--- src/spfe_defs.svh ---
`ifndef SPFE_DEFS_SVH
`define SPFE_DEFS_SVH

// opcodes
`define SPFE_OP_WREN   8'h06
`define SPFE_OP_BE4K   8'h20
`define SPFE_OP_BE32K  8'h52
`define SPFE_OP_BE64K  8'hd8
`define SPFE_OP_CE_A   8'h60
`define SPFE_OP_CE_B   8'hc7
`define SPFE_OP_SUSP   8'h75

// frame shape: opcode byte plus three address bytes
`define SPFE_BYTES_BLK 3'h4
`define SPFE_BYTES_OP  3'h1

// ignored low address bits per erase size
`define SPFE_MASK_4K   24'h000fff
`define SPFE_MASK_32K  24'h007fff
`define SPFE_MASK_64K  24'h00ffff

// status layout
`define SPFE_SR1_BUSY  0
`define SPFE_SR1_WLF   1
`define SPFE_SR1_BP_LO 2
`define SPFE_SR1_BP_HI 4

// timing
`define SPFE_CLK_MHZ   200
`define SPFE_BLKE_US   100
`define SPFE_CHPE_US   20000

`endif

--- src/spfe_pkg.sv ---
package spfe_pkg;
  typedef enum logic [1:0] {kind_4k, kind_32k, kind_64k, kind_chip} spfe_kind_e;
  typedef enum logic {eng_idle, eng_busy} spfe_eng_e;
endpackage

--- src/spfe_erase.sv ---
`include "spfe_defs.svh"

// Notes on behaviour
// RULE_01 - 20h/52h/D8h erase 4k/32k/64k to ones
// RULE_02 - block erase only with write latch set
// RULE_03 - block erase: opcode and address, no data
// RULE_04 - opcode shifted in msb first, one bit/clock
// RULE_05 - 24-bit address follows, A[23] first
// RULE_06 - erase starts at chip select release
// RULE_07 - low address bits ignored per erase size
// RULE_08 - busy shown on status bit 0
// RULE_09 - host polls status instead of waiting
// RULE_10 - write latch cleared before erase ends
// RULE_11 - partial byte at release aborts, clears latch
// RULE_12 - short address aborts, clears latch
// RULE_13 - protected target: no erase, clear latch
// RULE_14 - erase failure sets erase and program error
// RULE_15 - 60h and C7h both erase whole array
// RULE_16 - whole-array erase needs write latch set
// RULE_17 - any protection refuses whole-array erase
// RULE_18 - whole-array erase is opcode only
// RULE_19 - suspend ignored during whole-array erase
// RULE_20 - no new erase while busy

module spfe_erase
  import spfe_pkg::*;
#(
  parameter int unsigned BLKE_CYC = `SPFE_BLKE_US * `SPFE_CLK_MHZ,
  parameter int unsigned CHPE_CYC = `SPFE_CHPE_US * `SPFE_CLK_MHZ
) (
  input  wire logic        clk,
  input  wire logic        rst_n,
  input  wire logic        cs_n,
  input  wire logic        sck,
  input  wire logic        si,
  input  wire logic [2:0]  protect_range_field,
  input  wire logic        lock_scheme_select,
  input  wire logic        any_block_locked,
  input  wire logic        addr_protected,
  input  wire logic        erase_fault,
  input  wire logic        error_clear,
  output logic      [7:0]  status_one,
  output logic             erase_error_flag,
  output logic             program_error_flag,
  output logic      [23:0] target_addr,
  output spfe_kind_e       erase_kind,
  output logic             erase_start,
  output logic             erase_done,
  output logic             suspend_req
);

  // ----------------------------------------------------------------
  // link sampling
  // ----------------------------------------------------------------
  logic [2:0] pins_q;
  logic       cs_q;
  logic       sck_q;
  logic       si_q;
  logic       cs_d;
  logic       sck_d;

  spfe_sync #(.WIDTH(3)) u_sync (
    .clk   (clk),
    .rst_n (rst_n),
    .d     ({cs_n, sck, si}),
    .q     (pins_q)
  );

  assign cs_q  = pins_q[2];
  assign sck_q = pins_q[1];
  assign si_q  = pins_q[0];

  always_ff @(posedge clk)
  begin
    if (!rst_n)
    begin
      cs_d  <= 1'b1;
      sck_d <= 1'b1;
    end
    else
    begin
      cs_d  <= cs_q;
      sck_d <= sck_q;
    end
  end

  logic sck_rise;
  logic cs_fall;
  logic cs_rise;

  assign sck_rise = sck_q & ~sck_d & ~cs_q;
  assign cs_fall  = ~cs_q & cs_d;
  assign cs_rise  = cs_q & ~cs_d;

  // ----------------------------------------------------------------
  // frame shifter
  // ----------------------------------------------------------------
  logic [2:0]  bit_cnt;
  logic [2:0]  byte_cnt;
  logic [7:0]  opcode;
  logic [23:0] shreg;
  logic [2:0]  next_bit_cnt;
  logic [2:0]  next_byte_cnt;
  logic [7:0]  next_opcode;
  logic [23:0] next_shreg;
  logic [23:0] next_target;

  function automatic logic [23:0] mask_addr(input logic [7:0] op, input logic [23:0] a);
    logic [23:0] m;
    m = `SPFE_MASK_64K;
    if (op == `SPFE_OP_BE4K)
    begin
      m = `SPFE_MASK_4K;
    end
    else if (op == `SPFE_OP_BE32K)
    begin
      m = `SPFE_MASK_32K;
    end
    return a & ~m;
  endfunction

  always_comb
  begin
    next_bit_cnt  = bit_cnt;
    next_byte_cnt = byte_cnt;
    next_opcode   = opcode;
    next_shreg    = shreg;
    next_target   = target_addr;
    if (cs_fall)
    begin
      next_bit_cnt  = 3'h0;
      next_byte_cnt = 3'h0;
      next_opcode   = 8'h00;
    end
    else if (sck_rise)
    begin
      next_bit_cnt = bit_cnt + 3'h1;
      // address bytes stop shifting once complete; later bits only count
      if (byte_cnt < `SPFE_BYTES_BLK)
      begin
        next_shreg = {shreg[22:0], si_q}; // [RULE_04] [RULE_05]
      end
      if (bit_cnt == 3'h7)
      begin
        if (byte_cnt < 3'h7)
        begin
          next_byte_cnt = byte_cnt + 3'h1;
        end
        if (byte_cnt == 3'h0)
        begin
          next_opcode = {shreg[6:0], si_q}; // [RULE_04]
        end
        if (byte_cnt == `SPFE_BYTES_BLK - 3'h1)
        begin
          next_target = mask_addr(opcode, {shreg[22:0], si_q}); // [RULE_07]
        end
      end
    end
  end

  always_ff @(posedge clk)
  begin
    if (!rst_n)
    begin
      bit_cnt     <= 3'h0;
      byte_cnt    <= 3'h0;
      opcode      <= 8'h00;
      shreg       <= 24'h000000;
      target_addr <= 24'h000000;
    end
    else
    begin
      bit_cnt     <= next_bit_cnt;
      byte_cnt    <= next_byte_cnt;
      opcode      <= next_opcode;
      shreg       <= next_shreg;
      target_addr <= next_target;
    end
  end

  // ----------------------------------------------------------------
  // command decode at release
  // ----------------------------------------------------------------
  logic is_blk;
  logic is_chip;
  logic aligned;
  logic chip_prot;

  assign is_blk    = (opcode == `SPFE_OP_BE4K) || (opcode == `SPFE_OP_BE32K) ||
                     (opcode == `SPFE_OP_BE64K); // [RULE_01]
  assign is_chip   = (opcode == `SPFE_OP_CE_A) || (opcode == `SPFE_OP_CE_B); // [RULE_15]
  assign aligned   = (bit_cnt == 3'h0);
  assign chip_prot = (protect_range_field != 3'h0) ||
                     (lock_scheme_select && any_block_locked); // [RULE_17]

  // ----------------------------------------------------------------
  // erase engine and flags
  // ----------------------------------------------------------------
  spfe_eng_e   eng;
  spfe_eng_e   next_eng;
  logic        latch;
  logic        next_latch;
  logic [31:0] cnt;
  logic [31:0] next_cnt;
  spfe_kind_e  next_kind;
  logic        next_start;
  logic        next_done;
  logic        next_susp;
  logic        next_ee;
  logic        next_pe;
  logic [2:0]  prot_q;
  logic        busy;

  assign busy = (eng == eng_busy);

  always_comb
  begin
    next_eng   = eng;
    next_latch = latch;
    next_cnt   = cnt;
    next_kind  = erase_kind;
    next_start = 1'b0;
    next_done  = 1'b0;
    next_susp  = 1'b0;
    next_ee    = erase_error_flag;
    next_pe    = program_error_flag;
    if (busy)
    begin
      if (cnt <= 32'h1)
      begin
        next_eng  = eng_idle;
        next_done = 1'b1;
      end
      else
      begin
        next_cnt = cnt - 32'h1;
      end
      // requests other than suspend are dropped while busy [RULE_20]
      if (cs_rise && aligned && byte_cnt == `SPFE_BYTES_OP &&
          opcode == `SPFE_OP_SUSP && erase_kind != kind_chip)
      begin
        next_susp = 1'b1; // [RULE_19]
      end
    end
    else if (cs_rise)
    begin
      if (opcode == `SPFE_OP_WREN && aligned && byte_cnt == `SPFE_BYTES_OP)
      begin
        next_latch = 1'b1; // [RULE_02]
      end
      else if (is_blk)
      begin
        if (!aligned || byte_cnt < `SPFE_BYTES_BLK)
        begin
          next_latch = 1'b0; // [RULE_11] [RULE_12]
        end
        else if (latch && addr_protected)
        begin
          next_latch = 1'b0; // [RULE_13]
        end
        else if (latch)
        begin
          next_eng   = eng_busy; // [RULE_06] [RULE_03]
          next_latch = 1'b0; // [RULE_10]
          next_cnt   = BLKE_CYC;
          next_start = 1'b1;
          next_kind  = (opcode == `SPFE_OP_BE4K)  ? kind_4k :
                       (opcode == `SPFE_OP_BE32K) ? kind_32k : kind_64k; // [RULE_01]
        end
      end
      else if (is_chip)
      begin
        if (!aligned || (latch && chip_prot))
        begin
          next_latch = 1'b0; // [RULE_11] [RULE_17]
        end
        else if (latch)
        begin
          // address bytes, if any, are not used [RULE_18]
          next_eng   = eng_busy; // [RULE_16]
          next_latch = 1'b0; // [RULE_10]
          next_cnt   = CHPE_CYC;
          next_start = 1'b1;
          next_kind  = kind_chip; // [RULE_15]
        end
      end
    end
    // a fault while busy in the same cycle as a clear wins
    if (busy && erase_fault)
    begin
      next_ee = 1'b1; // [RULE_14]
      next_pe = 1'b1; // [RULE_14]
    end
    else if (error_clear)
    begin
      next_ee = 1'b0;
      next_pe = 1'b0;
    end
  end

  always_ff @(posedge clk)
  begin
    if (!rst_n)
    begin
      eng                <= eng_idle;
      latch              <= 1'b0;
      cnt                <= 32'h0;
      erase_kind         <= kind_4k;
      erase_start        <= 1'b0;
      erase_done         <= 1'b0;
      suspend_req        <= 1'b0;
      erase_error_flag   <= 1'b0;
      program_error_flag <= 1'b0;
      prot_q             <= 3'h0;
    end
    else
    begin
      eng                <= next_eng;
      latch              <= next_latch;
      cnt                <= next_cnt;
      erase_kind         <= next_kind;
      erase_start        <= next_start;
      erase_done         <= next_done;
      suspend_req        <= next_susp;
      erase_error_flag   <= next_ee;
      program_error_flag <= next_pe;
      prot_q             <= protect_range_field;
    end
  end

  always_comb
  begin
    status_one                                = 8'h00;
    status_one[`SPFE_SR1_BUSY]                = busy; // [RULE_08] [RULE_09]
    status_one[`SPFE_SR1_WLF]                 = latch;
    status_one[`SPFE_SR1_BP_HI:`SPFE_SR1_BP_LO] = prot_q;
  end
endmodule

--- src/spfe_sync.sv ---
module spfe_sync #(
  parameter int WIDTH = 3
) (
  input  wire logic             clk,
  input  wire logic             rst_n,
  input  wire logic [WIDTH-1:0] d,
  output logic      [WIDTH-1:0] q
);
  // three stages; the output moves only when stages two and three agree
  genvar i;
  generate
    for (i = 0; i < WIDTH; i = i + 1)
    begin : g_bit
      logic s1;
      logic s2;
      logic s3;
      logic next_q;

      always_comb
      begin
        next_q = (s2 == s3) ? s3 : q[i];
      end

      always_ff @(posedge clk)
      begin
        if (!rst_n)
        begin
          s1   <= 1'b1;
          s2   <= 1'b1;
          s3   <= 1'b1;
          q[i] <= 1'b1;
        end
        else
        begin
          s1   <= d[i];
          s2   <= s1;
          s3   <= s2;
          q[i] <= next_q;
        end
      end
    end
  endgenerate
endmodule

--- config.mk ---
export PLATFORM = sky130hd
export DESIGN_NAME = spfe_erase
export DESIGN_NICKNAME = d
export VERILOG_FILES = /design/src/spfe_pkg.sv /design/src/spfe_erase.sv /design/src/spfe_sync.sv
export VERILOG_INCLUDE_DIRS = /design/src
export SDC_FILE = /design/constraint.sdc
export NUM_CORES = 1
export LEC_CHECK = 0
export ABC_AREA = 1
export BUFFER_PORTS_ARGS = -buffer_cell sky130_fd_sc_hd__clkbuf_2
export CORE_MARGIN = 2
export CORE_UTILIZATION = 24
export CTS_CLUSTER_DIAMETER = 100
export DETAILED_ROUTE_END_ITERATION = 8
export PLACE_DENSITY = 0.45
export SLEW_MARGIN = 20
export SYNTH_ARGS = -nofsm -noshare
export SYNTH_HDL_FRONTEND = slang
export SYNTH_SLANG_ARGS = --single-unit
--- constraint.sdc ---
create_clock -name clk -period 1.5 [get_ports clk]
set_input_delay 0.3 -clock clk [delete_from_list [all_inputs] [get_ports clk]]
set_output_delay 0.3 -clock clk [all_outputs]
set_load 0.01 [all_outputs]
==> flow_summary.yaml <==
yosys:
  synthAdderAreaFrac: 0.02101
  avgSynthCellArea_um2: 6.998
  synth_xor_area_frac: 0.03595
  yosys_warnings: 0
  yosysSeqAreaShare: 0.3959
  yosys.area_share.simple: 0.3067
  synthMuxAreaShare: 0
  syn_area_um2: 5360
  synth_seq_cells: 106
  syn_inst: 766
  ys_types: 36
  synth_compound_area_frac: 0.1303
  synth_top_family_by_area: "simple AND/OR/NAND/NOR gates"
routing:
  ant_nets: 0
  via_per_inst: 4.314
  drtPass1Iterations: 6
  via_count: 5190
  drt-initial-drc-count: 214
  avgRoutedWirePerCell_um: 12.74
  wirelength_um: 15320
  remaining_drc_errors: 0
global_routing:
  grt_start_max_net_pins: 47
  track_usage: 0.1323
  grt_pass1_vias: 5018
  antenna_found_initial: 0
  grt_pass1_wl_um: 25200
  grt-ovfl-total: 0
clock_network:
  clk_latency_ps: 360
  cts_buffers: 9
  cts_buffer_depth: 2
  cts_tree: "built"
  cts_root_buf: "clkbuf_16"
  path_clk_slew_ps: 80
  cts_num_sinks: 106
  htreeDepth: 3
floorplanning:
  dieWidth_um: 153.4
  ios: 52
  die_h_um: 153.4
  rows: 54
  fp.dieArea_um2: 23550
  core_area_um2: 21890
  initial_utilization: 0.2449
layout:
  final_cells: 1203
  multi_input_area_um2: 3063
  regArea_um2: 2143
  nets: 940
  diodes: 0
  drive_gt1_frac: 0.3651
  n_fill_cell: 2377
  syn_to_final_growth_pct: 41.11
place:
  io_buffers: 36
  pre_cts_slack_ps: -234.1
  gp_congestion: 0.8094
  hpwl_um: 10820
  dp_cells: 1176
worst_setup_path:
  endpoint_kind: "register"
  startpoint_type: "register"
  crit_top_cell: "nand2_2"
  r2r_start: "opcode[3]$_SDFFE_PP0P_"
  worstPathCellList: "inv_2 > nand2_4 > nor2_2 > nand2_2 > nand2_2 > nor2_4 > nand2_2 > nand4_4 > nand2_4 > inv_4 > buf_12 > nor2_2 > nor2_1"
  cp.required_ps: 1770
  crit_fanout: 7
  cp_slowest_cell: "dfxtp_2"
  cp_slowest_stage_delay_ps: 330
  cp-startpoint: "opcode[3]$_SDFFE_PP0P_"
  path_class: "reg -> reg"
  arrival_ps: 1910
min_path:
  hp-class: "in -> reg"
  min_from: "error_clear"
pwr:
  seqPwrFrac: 0.519
  combinationalPowerShare: 0.026
  leakagePower_nw: 3.454
  peakVddDrop_uv: 573.3
  fin_total_pwr_mw: 5.448
  power.density_nw_per_um2: 720.3
  p_sw_mw: 1.384
  p_int_mw: 4.064
  swShare: 0.2541
  p_clk_frac: 0.455
timing:
  slew_violations: 0
  fin_ws_ps: -144.0
  period_share: 1.096
  min_period_ps: 1644
  finalSetupViolCount: 39
  rsz0062_at_grt: "yes"
  skew_ps: 8.685
  hold_viol: 0
  max_clock_freq_ghz: 0.6083
outcome:
  status: "finished with violations"
  violations: "negative setup slack"
flow_run:
  max_cap_viol_count: 0
==> cell type report <==
class / count / area share
clock buffer: 9 / 0.02978
clock inverter: 7 / 0.01075
inverter: 77 / 0.03954
multi-input combinational: 549 / 0.4050
sequential: 106 / 0.2834
tap: 280 / 0.04632
timing repair buffer: 175 / 0.1853
==> power groups by stage <==
stage	combinational [mW]	clock, mW	sequential (mW)
2_1_floorplan	0.110	0	2.90
5_1_grt	0.159	2.69	2.83
3_5_place_dp	0.139	0	2.90
4_1_cts	0.140	2.60	2.83
6_report	0.140	2.48	2.83
3_3_place_gp	0.139	0	2.90
==> cell usage after synthesis <==
cell       number  area (um2)
o31ai_1         1       7.510
nand3_2         3       30.03
clkbuf_1       17       63.81
xor2_1         15       131.4
nor3_2          1       10.01
or2_2          10       62.56
nand4_1         3       18.77
nor3b_1         1       7.510
buf_6           3       33.78
buf_4          24       180.2
nand2_2         5       31.28
a2111oi_0       2       17.52
buf_2           4       20.02
nand2_1       144       540.5
nand3b_1        3       22.52
nand2_4         1       11.26
dfxtp_1       106        2122
nor2_1        112       420.4
nor4_1          1       6.260
nand4_4         1       21.27
nor2_4          3       33.78
clkinv_1        1       3.750
o21ai_0        50       250.2
conb_1          1       3.750
ha_1            9       112.6
inv_1          72       270.3
a21oi_1        77       385.4
o21bai_1        2       15.01
o21a_1          1       7.510
nor2_2         22       137.6
a31oi_1         1       6.260
a21oi_2         1       8.760
nor3_1          5       25.02
nand3_1        53       265.3
xnor2_1         7       61.31
inv_2           4       15.01
==> cell usage in the layout, fill, tap and decap left out, drive strengths merged <==
| cell type | instances |
|---|---|
| a2111oi | 2 |
| a21oi | 78 |
| a31oi | 1 |
| buf | 137 |
| clkbuf | 47 |
| clkinv | 4 |
| conb | 15 |
| dfxtp | 106 |
| ha | 9 |
| inv | 80 |
| nand2 | 150 |
| nand3 | 56 |
| nand3b | 3 |
| nand4 | 4 |
| nor2 | 137 |
| nor3 | 6 |
| nor3b | 1 |
| nor4 | 1 |
| o21a | 1 |
| o21ai | 50 |
| o21bai | 2 |
| o31ai | 1 |
| or2 | 10 |
| xnor2 | 7 |
| xor2 | 15 |
==> kinds of logic (layout without fill, tap and decap cells) <==
| logic type | count (synthesis) | in the layout |
|---|---|---|
| AOI/OAI and AO/OA | 135 | 135 |
| buffers and inverters | 125 | 268 |
| adders and majority gates | 9 | 9 |
| DFF | 106 | 106 |
| and+or+nand+nor | 368 | 368 |
| other | 1 | 15 |
| xor gates and xnor gates | 22 | 22 |
==> per-stage QoR <==
stage | setup TNS, ps | hold WS [ps] | area [um2] | util
2_1_floorplan | 0 | 392.5 | 5448 | -
3_3_place_gp | -6731 | 394.8 | 6713 | 0.3066
3_5_place_dp | -7384 | 400.0 | 6713 | 0.3066
4_1_cts | -3531 | 103.8 | 7302 | 0.3336
5_1_grt | -10290 | 103.2 | 7564 | 0.3455
6_report | -3951 | 113.9 | 7564 | 0.3455
==> layer usage <==
metal	global-route usage	part of all wire	up-vias
li1	-	-	2730
met1	0.1707	0.48	2388
met2	0.2283	0.49	64
met3	0.02892	0.027	8
met4	0.02578	0.0058	0
met5	0	0	-
==> worst paths after layout <==
check	endpoint	slack, ps	depth (start not counted)
min	program_error_flag$_SDFFE_PN0P_	110	2
min reg2reg	u_sync.g_bit[2].s2$_SDFF_PN1_	420	1
max reg2reg	cnt[5]$_SDFFE_PN0P_	-140	13
max	cnt[5]$_SDFFE_PN0P_	-140	13
==> state kept, by name, summed over array words and instances (netlist names), 2 cells and up <==
signal           flops
u_sync.g_bit.s3      3
u_sync.g_bit.s2      3
erase_kind           2
target_addr         12
byte_cnt             3
prot_q               3
opcode               8
bit_cnt              3
u_sync.g_bit.s1      3
cnt                 32
shreg               23
u_sync.q             3
==> what timing repair did <==
action                     4_1_cts  5_1_grt
pin swaps                       20       16
setup endpoints to repair       56       56
resized for setup               73       66
setup buffers                    6        2
gates cloned                     1        2
hold buffers                     0        0
hold endpoints to repair         0        0
==> worst max-delay path: cells and delay by family, from the launching register on <==
| family | cells | cell delay [ps] |
|---|---|---|
| buffers and inverters | 3 | 280 |
| flip-flops | 1 | 330 |
| AND/OR/NAND/NOR | 10 | 900 |
(Power assumes the default switching activity.)
